**src/logic/mrs_pkg.sv**
```systemverilog
// Constants, register map and timing for the reset sequencer
// Function
// - While reset is held, ports take initial values; release starts at reset vector.
// - Ports return to initial state asynchronously as soon as any source activates; here droop and watchdog act only through clocked flops.
// - After all sources go inactive, reset stretches for a fuse-selected period.
// - Exactly four sources: power-up, pin, watchdog, supply droop; any asserts reset.
// - Pin low beyond minimum width resets even without clock; shorter may not.
// - Pin rising starts the delay counter; release only after the stretch period.
// - Programmed pin-reset-disable fuse makes the device ignore the reset pin.
// - Power-up detection holds reset while supply is low, reasserting immediately.
// - Supply rising through power-up threshold starts the delay counter.
// - Three-bit level fuse: 111 disables, 110/101/100 pick levels, rest reserved.
// - Droop enabled: reset at once below lower trigger; count after upper trigger.
// - Droop dips shorter than the minimum duration are ignored.
// - Watchdog reset is one clock pulse; counting starts at its falling edge.
// - Watchdog expiry resets only when its system-reset mode is enabled.
// - Status bits 7..4 are read-only and always read zero.
// - Bit 3 set by watchdog reset; cleared by power-up or software zero.
// - Bit 2 set by droop reset; cleared by power-up or software zero.
// - Bit 1 set by pin reset; cleared by power-up or software zero.
// - Bit 0 set by power-up; only a software zero clears it.
// - Always-on fuse forces watchdog reset mode one and interrupt mode zero.
package mrs_pkg;

  // Register byte addresses
  localparam logic [3:0] STATUS_ADDR  = 4'h0;
  localparam logic [3:0] WDMODE_ADDR  = 4'h4;
  localparam logic [3:0] CONFIG_ADDR  = 4'h8;

  // Status field positions and reset value
  localparam int WATCHDOG_RESET_FLAG_BIT     = 3;
  localparam int SUPPLY_DROOP_RESET_FLAG_BIT = 2;
  localparam int PIN_RESET_FLAG_BIT          = 1;
  localparam int POWER_UP_FLAG_BIT           = 0;
  localparam logic [7:0] STATUS_RESET        = 8'h01;
  localparam logic [7:0] STATUS_USED_MASK    = 8'h0F;

  // Watchdog mode fields
  localparam int WD_IRQ_MODE_BIT   = 0;
  localparam int WD_RESET_MODE_BIT = 1;
  localparam logic [1:0] WDMODE_RESET = 2'h0;

  // Droop level fuse codes
  localparam logic [2:0] DROOP_OFF    = 3'h7;
  localparam logic [2:0] DROOP_LEVEL0 = 3'h6;
  localparam logic [2:0] DROOP_LEVEL1 = 3'h5;
  localparam logic [2:0] DROOP_LEVEL2 = 3'h4;

  // Reset vector address
  localparam logic [15:0] RESET_VECTOR = 16'h0000;

  // Timing
  localparam int CLK_MHZ            = 25;
  localparam int DROOP_MIN_NS       = 2000;
  localparam int DROOP_MIN_CYC      = (DROOP_MIN_NS * CLK_MHZ + 999) / 1000;
  localparam int PIN_MIN_NS         = 2500;
  localparam int PIN_MIN_CYC        = (PIN_MIN_NS * CLK_MHZ + 999) / 1000;
  localparam int STRETCH_US0        = 64;
  localparam int STRETCH_US1        = 1024;
  localparam int STRETCH_US2        = 4096;
  localparam int STRETCH_US3        = 16384;
  localparam int CLOCK_SELECT_FUSE_STEP_US      = 16;
  localparam int STRETCH_W          = 24;

  typedef enum logic [1:0] {
    SEQ_HOLD  = 2'b00,
    SEQ_COUNT = 2'b01,
    SEQ_RUN   = 2'b11
  } mrs_state_t;

endpackage

```
**src/logic/mrs_reset_sequencer.sv**
```systemverilog
// Reset source combiner, stretch counter and cause register with Wishbone slave
//
// The register addresses and the Wishbone interface to the registers were chosen for this implementation.
module mrs_reset_sequencer
  import mrs_pkg::*;
#(
  parameter int STRETCH_CYC0 = STRETCH_US0 * CLK_MHZ,
  parameter int STRETCH_CYC1 = STRETCH_US1 * CLK_MHZ,
  parameter int STRETCH_CYC2 = STRETCH_US2 * CLK_MHZ,
  parameter int STRETCH_CYC3 = STRETCH_US3 * CLK_MHZ,
  parameter int CLOCK_SELECT_FUSE_STEP   = CLOCK_SELECT_FUSE_STEP_US * CLK_MHZ
)(
  input  wire logic        clk,
  input  wire logic        resetn,
  // Wishbone slave
  input  wire logic        cyc_i,
  input  wire logic        stb_i,
  input  wire logic        we_i,
  input  wire logic [3:0]  adr_i,
  input  wire logic [3:0]  sel_i,
  input  wire logic [31:0] dat_i,
  output logic [31:0]      dat_o,
  output logic             ack_o,
  // Analog, pin and watchdog sources
  input  wire logic        vccAbovePowerUp,
  input  wire logic        resetPinN,
  input  wire logic        vccBelowDroop,
  input  wire logic        watchdogExpire,
  // Fuses
  input  wire logic        pinResetDisableFuse,
  input  wire logic [2:0]  droopTriggerLevelFuse,
  input  wire logic [1:0]  startupTimeFuse,
  input  wire logic [3:0]  clockSelectFuse,
  input  wire logic        watchdogAlwaysOnFuse,
  // Outputs
  output logic             droopEnable,
  output logic [1:0]       droopLevelSel,
  output logic             watchdogResetMode,
  output logic             watchdogIrqMode,
  output logic             portResetN,
  output logic             coreResetN,
  output logic             loadResetVector,
  output logic [15:0]      resetVector
);

  ////////////////////////////////////////////////////////////////////////////
  // Input synchronisers: three flops, accept when second and third agree

  logic [2:0] asyncIn;
  logic [2:0] syncLevel;

  assign asyncIn = {vccBelowDroop, resetPinN, vccAbovePowerUp};

  genvar gi;
  generate
    for (gi = 0; gi < 3; gi++)
    begin : gSync
      logic s1_reg;
      logic s2_reg;
      logic s3_reg;
      logic lvl_reg;
      always_ff @(posedge clk or negedge resetn)
      begin
        if (!resetn)
        begin
          s1_reg  <= 1'b0;
          s2_reg  <= 1'b0;
          s3_reg  <= 1'b0;
          lvl_reg <= 1'b0;
        end
        else
        begin
          s1_reg <= asyncIn[gi];
          s2_reg <= s1_reg;
          s3_reg <= s2_reg;
          if (s2_reg == s3_reg)
            lvl_reg <= s3_reg;
        end
      end
      assign syncLevel[gi] = lvl_reg;
    end
  endgenerate

  logic potOk;
  logic pinLowSync;
  logic belowDroopSync;

  assign potOk          = syncLevel[0];
  assign pinLowSync     = ~syncLevel[1] & ~pinResetDisableFuse;
  assign belowDroopSync = syncLevel[2];

  ////////////////////////////////////////////////////////////////////////////
  // Droop level decode

  logic droopOn;

  assign droopOn = (droopTriggerLevelFuse == DROOP_LEVEL0) |
                   (droopTriggerLevelFuse == DROOP_LEVEL1) |
                   (droopTriggerLevelFuse == DROOP_LEVEL2);

  always_ff @(posedge clk or negedge resetn)
  begin
    if (!resetn)
    begin
      droopEnable   <= 1'b0;
      droopLevelSel <= 2'h0;
    end
    else
    begin
      droopEnable   <= droopOn;
      droopLevelSel <= 2'(DROOP_LEVEL0 - droopTriggerLevelFuse);
    end
  end

  ////////////////////////////////////////////////////////////////////////////
  // Droop minimum-duration filter

  localparam int DMW = $clog2(DROOP_MIN_CYC + 1);
  localparam logic [DMW-1:0] DROOP_LIMIT = DMW'(DROOP_MIN_CYC);

  logic [DMW-1:0] droopCnt_reg;
  logic           droopActive_reg;

  always_ff @(posedge clk or negedge resetn)
  begin
    if (!resetn)
    begin
      droopCnt_reg    <= '0;
      droopActive_reg <= 1'b0;
    end
    else if (!droopOn || !belowDroopSync)
    begin
      droopCnt_reg    <= '0;
      droopActive_reg <= 1'b0;
    end
    else if (droopCnt_reg != DROOP_LIMIT)
      droopCnt_reg <= droopCnt_reg + 1'b1;
    else
      droopActive_reg <= 1'b1;
  end

  ////////////////////////////////////////////////////////////////////////////
  // Pin minimum-width qualification for the cause flag

  localparam int PMW = $clog2(PIN_MIN_CYC + 1);
  localparam logic [PMW-1:0] PIN_LIMIT = PMW'(PIN_MIN_CYC);

  logic [PMW-1:0] pinCnt_reg;
  logic           pinValid;

  assign pinValid = pinLowSync & (pinCnt_reg == PIN_LIMIT);

  always_ff @(posedge clk or negedge resetn)
  begin
    if (!resetn)
      pinCnt_reg <= '0;
    else if (!pinLowSync)
      pinCnt_reg <= '0;
    else if (pinCnt_reg != PIN_LIMIT)
      pinCnt_reg <= pinCnt_reg + 1'b1;
  end

  ////////////////////////////////////////////////////////////////////////////
  // Watchdog mode register and one-cycle reset pulse

  logic [1:0] wdMode_reg;
  logic       wdResetModeEff;
  logic       wdIrqModeEff;
  logic       wdPulse_reg;
  logic       wdExpPrev_reg;

  assign wdResetModeEff = watchdogAlwaysOnFuse | wdMode_reg[WD_RESET_MODE_BIT];
  assign wdIrqModeEff   = ~watchdogAlwaysOnFuse & wdMode_reg[WD_IRQ_MODE_BIT];
  assign watchdogResetMode = wdResetModeEff;
  assign watchdogIrqMode   = wdIrqModeEff;

  // One pulse per rising time-out in reset mode, even for a held level
  always_ff @(posedge clk or negedge resetn)
  begin
    if (!resetn)
    begin
      wdPulse_reg   <= 1'b0;
      wdExpPrev_reg <= 1'b0;
    end
    else
    begin
      wdPulse_reg   <= watchdogExpire & ~wdExpPrev_reg & wdResetModeEff;
      wdExpPrev_reg <= watchdogExpire;
    end
  end

  ////////////////////////////////////////////////////////////////////////////
  // Source combination

  logic asyncSource;
  logic syncSource;

  // Comparator and pin reach the port reset with no clock involved
  assign asyncSource = ~vccAbovePowerUp |
                       (~resetPinN & ~pinResetDisableFuse) |
                       droopActive_reg | wdPulse_reg;
  assign syncSource  = ~potOk | pinLowSync | droopActive_reg | wdPulse_reg;

  ////////////////////////////////////////////////////////////////////////////
  // Stretch counter

  logic [STRETCH_W-1:0] stretchBase;
  logic [STRETCH_W-1:0] stretchTarget;
  logic [STRETCH_W-1:0] stretchCnt_reg;
  logic [STRETCH_W-1:0] stretchCnt_next;
  mrs_state_t           seq_reg;
  mrs_state_t           seq_next;
  logic                 stretchDone;

  assign stretchBase = (startupTimeFuse == 2'h0) ? STRETCH_W'(STRETCH_CYC0) :
                       (startupTimeFuse == 2'h1) ? STRETCH_W'(STRETCH_CYC1) :
                       (startupTimeFuse == 2'h2) ? STRETCH_W'(STRETCH_CYC2) :
                                                   STRETCH_W'(STRETCH_CYC3);
  assign stretchTarget = stretchBase +
                         STRETCH_W'(CLOCK_SELECT_FUSE_STEP * int'(clockSelectFuse));
  assign stretchDone = (stretchCnt_reg + 1'b1 >= stretchTarget);

  always_comb
  begin
    seq_next        = seq_reg;
    stretchCnt_next = stretchCnt_reg;
    case (seq_reg)
      SEQ_HOLD:
      begin
        stretchCnt_next = '0;
        if (!syncSource)
          seq_next = SEQ_COUNT;
      end
      SEQ_COUNT:
      begin
        if (syncSource)
        begin
          seq_next        = SEQ_HOLD;
          stretchCnt_next = '0;
        end
        else if (stretchDone)
          seq_next = SEQ_RUN;
        else
          stretchCnt_next = stretchCnt_reg + 1'b1;
      end
      SEQ_RUN:
      begin
        stretchCnt_next = '0;
        if (syncSource)
          seq_next = SEQ_HOLD;
      end
      default:
      begin
        seq_next        = SEQ_HOLD;
        stretchCnt_next = '0;
      end
    endcase
  end

  always_ff @(posedge clk or negedge resetn)
  begin
    if (!resetn)
    begin
      seq_reg        <= SEQ_HOLD;
      stretchCnt_reg <= '0;
    end
    else
    begin
      seq_reg        <= seq_next;
      stretchCnt_reg <= stretchCnt_next;
    end
  end

  ////////////////////////////////////////////////////////////////////////////
  // Reset outputs and vector load

  logic released;

  assign released   = (seq_reg == SEQ_RUN);
  assign portResetN = released & ~asyncSource;
  assign coreResetN = released & ~asyncSource;

  always_ff @(posedge clk or negedge resetn)
  begin
    if (!resetn)
    begin
      loadResetVector <= 1'b0;
      resetVector     <= RESET_VECTOR;
    end
    else
    begin
      loadResetVector <= (seq_reg == SEQ_COUNT) & (seq_next == SEQ_RUN);
      resetVector     <= RESET_VECTOR;
    end
  end

  ////////////////////////////////////////////////////////////////////////////
  // Wishbone decode

  logic       busReq;
  logic       busWrite;
  logic       hitStatus;
  logic       hitWdMode;
  logic       hitConfig;
  logic       wrStatus;
  logic       wrWdMode;

  assign busReq    = cyc_i & stb_i & ~ack_o;
  assign busWrite  = busReq & we_i & sel_i[0];
  assign hitStatus = (adr_i == STATUS_ADDR);
  assign hitWdMode = (adr_i == WDMODE_ADDR);
  assign hitConfig = (adr_i == CONFIG_ADDR);
  assign wrStatus  = busWrite & hitStatus;
  assign wrWdMode  = busWrite & hitWdMode & ~watchdogAlwaysOnFuse;

  always_ff @(posedge clk or negedge resetn)
  begin
    if (!resetn)
      wdMode_reg <= WDMODE_RESET;
    else if (wrWdMode)
      wdMode_reg <= dat_i[1:0];
  end

  ////////////////////////////////////////////////////////////////////////////
  // Reset cause register

  logic [7:0] resetCauseStatus_reg;
  logic [7:0] resetCauseStatus_next;
  logic [7:0] causeSet;
  logic [7:0] causeKeep;

  assign causeSet = {4'h0,
                     wdPulse_reg,
                     droopActive_reg,
                     pinValid,
                     ~potOk};
  // Writing zero clears, one leaves alone; power-up wipes the others
  assign causeKeep = (wrStatus ? dat_i[7:0] : 8'hFF) &
                     (potOk ? 8'hFF : 8'h01);
  assign resetCauseStatus_next = ((resetCauseStatus_reg & causeKeep) | causeSet) &
                                 STATUS_USED_MASK;

  always_ff @(posedge clk or negedge resetn)
  begin
    if (!resetn)
      resetCauseStatus_reg <= STATUS_RESET;
    else
      resetCauseStatus_reg <= resetCauseStatus_next;
  end

  ////////////////////////////////////////////////////////////////////////////
  // Read data and acknowledge

  logic [31:0] readMux;

  assign readMux = hitStatus ? {24'h0, resetCauseStatus_reg} :
                   hitWdMode ? {30'h0, wdResetModeEff, wdIrqModeEff} :
                   hitConfig ? {17'h0, seq_reg, droopActive_reg, ~potOk,
                                watchdogAlwaysOnFuse, pinResetDisableFuse,
                                droopTriggerLevelFuse, clockSelectFuse,
                                startupTimeFuse} :
                               32'h0;

  always_ff @(posedge clk or negedge resetn)
  begin
    if (!resetn)
    begin
      ack_o <= 1'b0;
      dat_o <= 32'h0;
    end
    else
    begin
      ack_o <= busReq;
      if (busReq && !we_i)
        dat_o <= readMux;
    end
  end

endmodule

```
**config.mk**
```make
export PLATFORM = sky130hd
export DESIGN_NAME = mrs_reset_sequencer
export DESIGN_NICKNAME = d
export VERILOG_FILES = /design/src/logic/mrs_pkg.sv /design/src/logic/mrs_reset_sequencer.sv
export SDC_FILE = /design/constraint.sdc
export NUM_CORES = 1
export LEC_CHECK = 0
export BUFFER_PORTS_ARGS = -buffer_cell sky130_fd_sc_hd__buf_2
export CAP_MARGIN = 20
export CORE_ASPECT_RATIO = 2
export CORE_MARGIN = 1.5
export CORE_UTILIZATION = 30
export CTS_CLUSTER_SIZE = 30
export DETAILED_ROUTE_END_ITERATION = 12
export RECOVER_POWER = 25
export SLEW_MARGIN = 0
export SYNTH_ARGS = -nofsm -noshare
export SYNTH_HDL_FRONTEND = slang
export SYNTH_SLANG_ARGS = --single-unit
export TNS_END_PERCENT = 100
```
**constraint.sdc**
```tcl
create_clock -name clk -period 3.85 [get_ports clk]
set_clock_uncertainty 0.15 [all_clocks]
set_input_delay 1.155 -clock clk [delete_from_list [all_inputs] [get_ports clk]]
set_output_delay 1.155 -clock clk [all_outputs]
set_load 0.01 [all_outputs]
```
* Yosys cells after proc, flatten, opt, wreduce, memory -nomap -nowiden *
Cells that the tools add are included.

storage, ports and cells
  bits in registers = 96
  input bits = 60

cells by class
  $add $sub $neg = 5
  multipliers = 1
  magnitude comparators = 1
  equality and inequality tests = 19
  muxes and demuxes = 22
  bitwise gates (word level) = 36
  reduce and logical (&&, ||, !) cells = 9

operators with widths
  cell                   count
  $mux 24                3
  $mux 19                3
  $mux 15                3
  $add 24x1->24 const B  1
  $ge 24x20->1           1
  $mux 6                 4
  $add 19x13->20         1
  $and 1x1->1            15
  $add 6x1->6 const B    2
  $ne 6x6->1 const B     2
  $eq 3x3->1 const B     3
  $mul 5x4->9 const A    1
  $not 1->1              9
  $or 1x1->1             9
  $and 4x4->4            2
  $mux 2                 4
  $mux 4                 2
  $eq 2x2->1 const B     3
  $eq 6x6->1 const B     1
  $pmux 2 s3             1
  $eq 2x1->1 const B     2
  $eq 4x3->1 const B     1
  $eq 4x4->1 const B     1
  $logic_not 2->1        2
  12 further kinds       17

* Depth between registers and ports, before layout *
  depth in word-level cells = 11
  depth in mapped cells = 21

* Least setup slack after synthesis *
OpenSTA, ideal clock, no wires.

  path type = in2reg
  from = input clockSelectFuse[0]
  to = register stretchCnt_reg[19]
  setup time = 136 ps
  arrival time = 5,128 ps
  data required time = 3,564 ps
  slack = -1,564 ps
  cell stages on the path = 20
  buffers on the path = 2
  cells stage by stage = ha_1 -> ha_1 -> fa_1 -> ha_1 -> a31oi_1 -> inv_1 -> a21oi_1 -> nor2_1 -> a21oi_1 -> o21ai_0 -> ha_1 -> a21oi_1 -> nand2_1 -> a221oi_1 -> nor2_1 -> or4_4 -> buf_2 -> clkbuf_1 -> o31ai_1 -> a21oi_1

on the way
  cells in the longest elaborated chain, start to end = 4

ends and longest elaborated chain
  what                         RTL line                    RTL
  start: declaration           mrs_reset_sequencer.sv:33   input wire logic [3:0] clockSelectFuse,
  $mul 5x4->9                  mrs_reset_sequencer.sv:220  STRETCH_W'(CLOCK_SELECT_FUSE_STEP * int'(clockSelectFuse));
  $add 19x13->20               mrs_reset_sequencer.sv:219  assign stretchTarget = stretchBase +
  $ge 24x20->1                 mrs_reset_sequencer.sv:221  assign stretchDone = (stretchCnt_reg + 1'b1 >= stretchTarget);
  $ne 3x3->1 (no source line)  --
  end signal: assignment       mrs_reset_sequencer.sv:270  stretchCnt_reg <= stretchCnt_next;
  end: declaration             mrs_reset_sequencer.sv:209  logic [STRETCH_W-1:0] stretchCnt_reg;

No other way between the ends.
A chain may end at the register's enable or synchronous reset.

* Worst setup path after layout *
  from = input clockSelectFuse[0]
  to = register stretchCnt_reg[7]

The elaborated chain is that of the path after synthesis.

==> metrics.txt <==
CP Capture Type=register; final clock period utilization by the worst path=1.34; Final HPWL DP=9030 um; Hold Crit Class=reg2reg; asr flop ratio synth=1.00; fraction of layout cells with a size suffix above 1=0.311; routed via count=roughly 4,000; Core ar.=~15,000 sq um; via density per instance=a little over 5; CTS tree=yes; final setup margin=-1310 ps; sequential share of the synthesized area=0.418; number of global-route vias before repair=approximately 4,100; WL/cell=roughly 16 um; Pwr Density=between 300 and 400 nW/um^2; worst vdd ir=approximately 0.00035 V; Req. time, crit path=3960 ps; critical path startpoint=clockSelectFuse[0]; Setup crit start kind=primary input; TritonCTS buffer count=9; failing checks=capacitance limit, slew limit, setup timing; post-layout min period=roughly 5200 ps; die height=181 um; Max Clock Freq=between 150 and 200 MHz; Clk Latency, worst-skew pair=~330 ps; Initial Utilization=0.308; flip-flop count of the largest register after layout=24; Final setup violation count=26; worst-margin pin slew=~1900 ps; fill count=about 1,500; Cells after Synth=between 400 and 500; Power, Total=2120 uW; full die area=approximately 17,000 sq um; final wirelength=roughly 12,000 um; max_slew headroom=-0.296; TritonCTS sink count=79; Placement Setup Slack=-1720 ps; GR Util All Layers=0.150; Netlist cell types=a little under 60; Die W=91.8 um; total gr overflow=0; n_diodes=0; syn_area_per_cell=approximately 10 sq um; Placer Congestion=between 0.8 and 0.9; Final Slew Violations=80; DRT antenna net count=0; number of flops mapped to enable cells by yosys=0; max cap viols=1; post-route setup TNS=-29,250 ps; Clock Tree Buf Depth=2; YS warnings=0; mapped cell area=roughly 4700 sq um; hold slack final=approximately 200 ps; crit path capture=stretchCnt_reg[7]; worst reg2reg endpoint=stretchCnt_reg[7]; Reg clk slew, reported paths=60 ps; RSZ-0062 raised after global routing=true; CP Max Fanout=5; PortBufs=52; DR iter-0 viols=270; num ports=117; worst reg2reg path depth=14; FF+latch count, synth=between 70 and 80; leakage power=around 0.0029 uW; root buffer cell=clkbuf_16; initial antenna violation count=0; top_reg_cell synth=dfrtp_1; drt first pass iters=5; Area Growth Syn to Fin=31.1%; status=finished, violations left; reg2reg setup slack=-210 ps; Core Rows=64; Layout Nets=679; critical path data arrival time=5270 ps; final hold violations=0; CTS H-tree depth=3; largest net degree at the start of global routing=80; global-route wire length before repair=19,900 um; R2R Path Start=stretchCnt_reg[1]; WS Path Type=in2reg; DRC viols=0
-- cell families (layout without fill, tap and decap cells) --
logic type,after synthesis,in the layout,share of synthesized area
other cells,2,34,0.00159
buf+inv,68,150,0.0827
simple gates,148,148,0.175
xor+xnor,34,34,0.0629
fa+ha+maj,42,42,0.111
mux,8,8,0.0172
compound gates,90,90,0.132
flops,79,79,0.418
-- worst min path at each step --
stage	from	to	cells after the start
floorplan	gSync[0].s1_reg	gSync[0].s2_reg	0
global placement	gSync[1].s1_reg	gSync[1].s2_reg	0
detailed placement	gSync[1].s1_reg	gSync[1].s2_reg	0
CTS	gSync[1].s1_reg	gSync[1].s2_reg	0
global route	gSync[2].s1_reg	gSync[2].s2_reg	0
finish	gSync[1].s1_reg	gSync[1].s2_reg	0
-- cell type report --
class                           instances  area [sq um]  share of cell area
Inverter                               20          75.1              0.0121
Clock buffer                           11           243              0.0391
Clock inverter                          5          81.3              0.0131
Tap cell                              198           248              0.0399
Timing Repair Buffer                  114           797               0.128
Sequential cell                        79          1980               0.319
Multi-Input combinational cell        356          2790               0.449
-- cells in the mapped netlist (all sizes together), types with 5 or more instances --
cell,count,share of area
o21ai,10,0.011
and3,11,0.015
clkbuf,12,0.0095
o31ai,12,0.019
nand3,13,0.016
a31oi,5,0.0066
a31o,5,0.0092
mux2i,7,0.015
nand2,28,0.022
nand4,8,0.011
or4,10,0.017
nand2b,9,0.012
nor3,11,0.013
inv,20,0.016
ha,38,0.10
xor2,11,0.020
buf,36,0.057
dfrtp,78,0.41
a21oi,24,0.025
nor2,32,0.025
xnor2,23,0.043
a22o,12,0.022
-- report_power, final --
| group | switching, uW | internal (uW) | leakage [uW] | total [uW] |
|---|---|---|---|---|
| sequential | 16.9 | 855 | 0.00105 | 872 |
| combinational | 183 | 147 | 0.00171 | 330 |
| clock | 331 | 586 | 0.000156 | 916 |
-- per-layer routing --
| layer | track usage | part of all wire |
|---|---|---|
| met2 | 0.283 | 0.56 |
| met4 | 0.0769 | 0.042 |
| met5 | 0 | 0 |
| met1 | 0.156 | 0.36 |
| met3 | 0.0211 | 0.031 |
-- through the flow --
step	area, sq um	util	std cells
after detailed placement	5530	0.360	759
after floorplan	4940	-	503
after CTS	6060	0.394	782
after global placement	5530	0.360	759
after global routing	6210	0.404	783
final	6210	0.404	783
-- timing repair --
item / CTS / global route
cloned: 2 / 0
pin swaps: 28 / 18
setup buffers: 5 / 2
hold buffers: 0 / 0
gates resized for setup: 31 / 33
setup endpoints to repair: 26 / 26
-- placed cells by master (no fill, tap or decap), types with 6 or more instances in the layout --
cell type	netlist	routed
a21oi_1	24	13
a21oi_2	0	10
a22o_1	12	12
and3_1	11	6
buf_2	1	43
buf_4	34	55
buf_6	1	6
clkbuf_1	12	6
clkbuf_16	0	9
conb_1	2	34
dfrtp_1	78	78
ha_1	38	30
ha_4	0	7
inv_1	20	19
mux2i_1	7	7
nand2_1	28	27
nand2b_1	9	9
nand3_1	12	12
nand4_1	8	8
nor2_1	32	29
nor3_1	10	9
o21ai_0	10	6
o31ai_1	12	12
xnor2_1	23	23
xor2_1	11	11
-- worst max-delay path: stages --
cell and delay [ps]:
buf_8 100, ha_4 240, ha_4 160, fa_2 390, a31oi_4 190, xnor2_1 160
ha_1 300, nor3b_4 170, nor2_2 120, xnor2_1 100, ha_1 330, nand3_1 90
nand2_1 80, a221oi_2 240, nor2_1 100, or4_4 560, buf_12 170, or4_4 470
a21oi_2 130
Power figures use the tool's default switching activity.
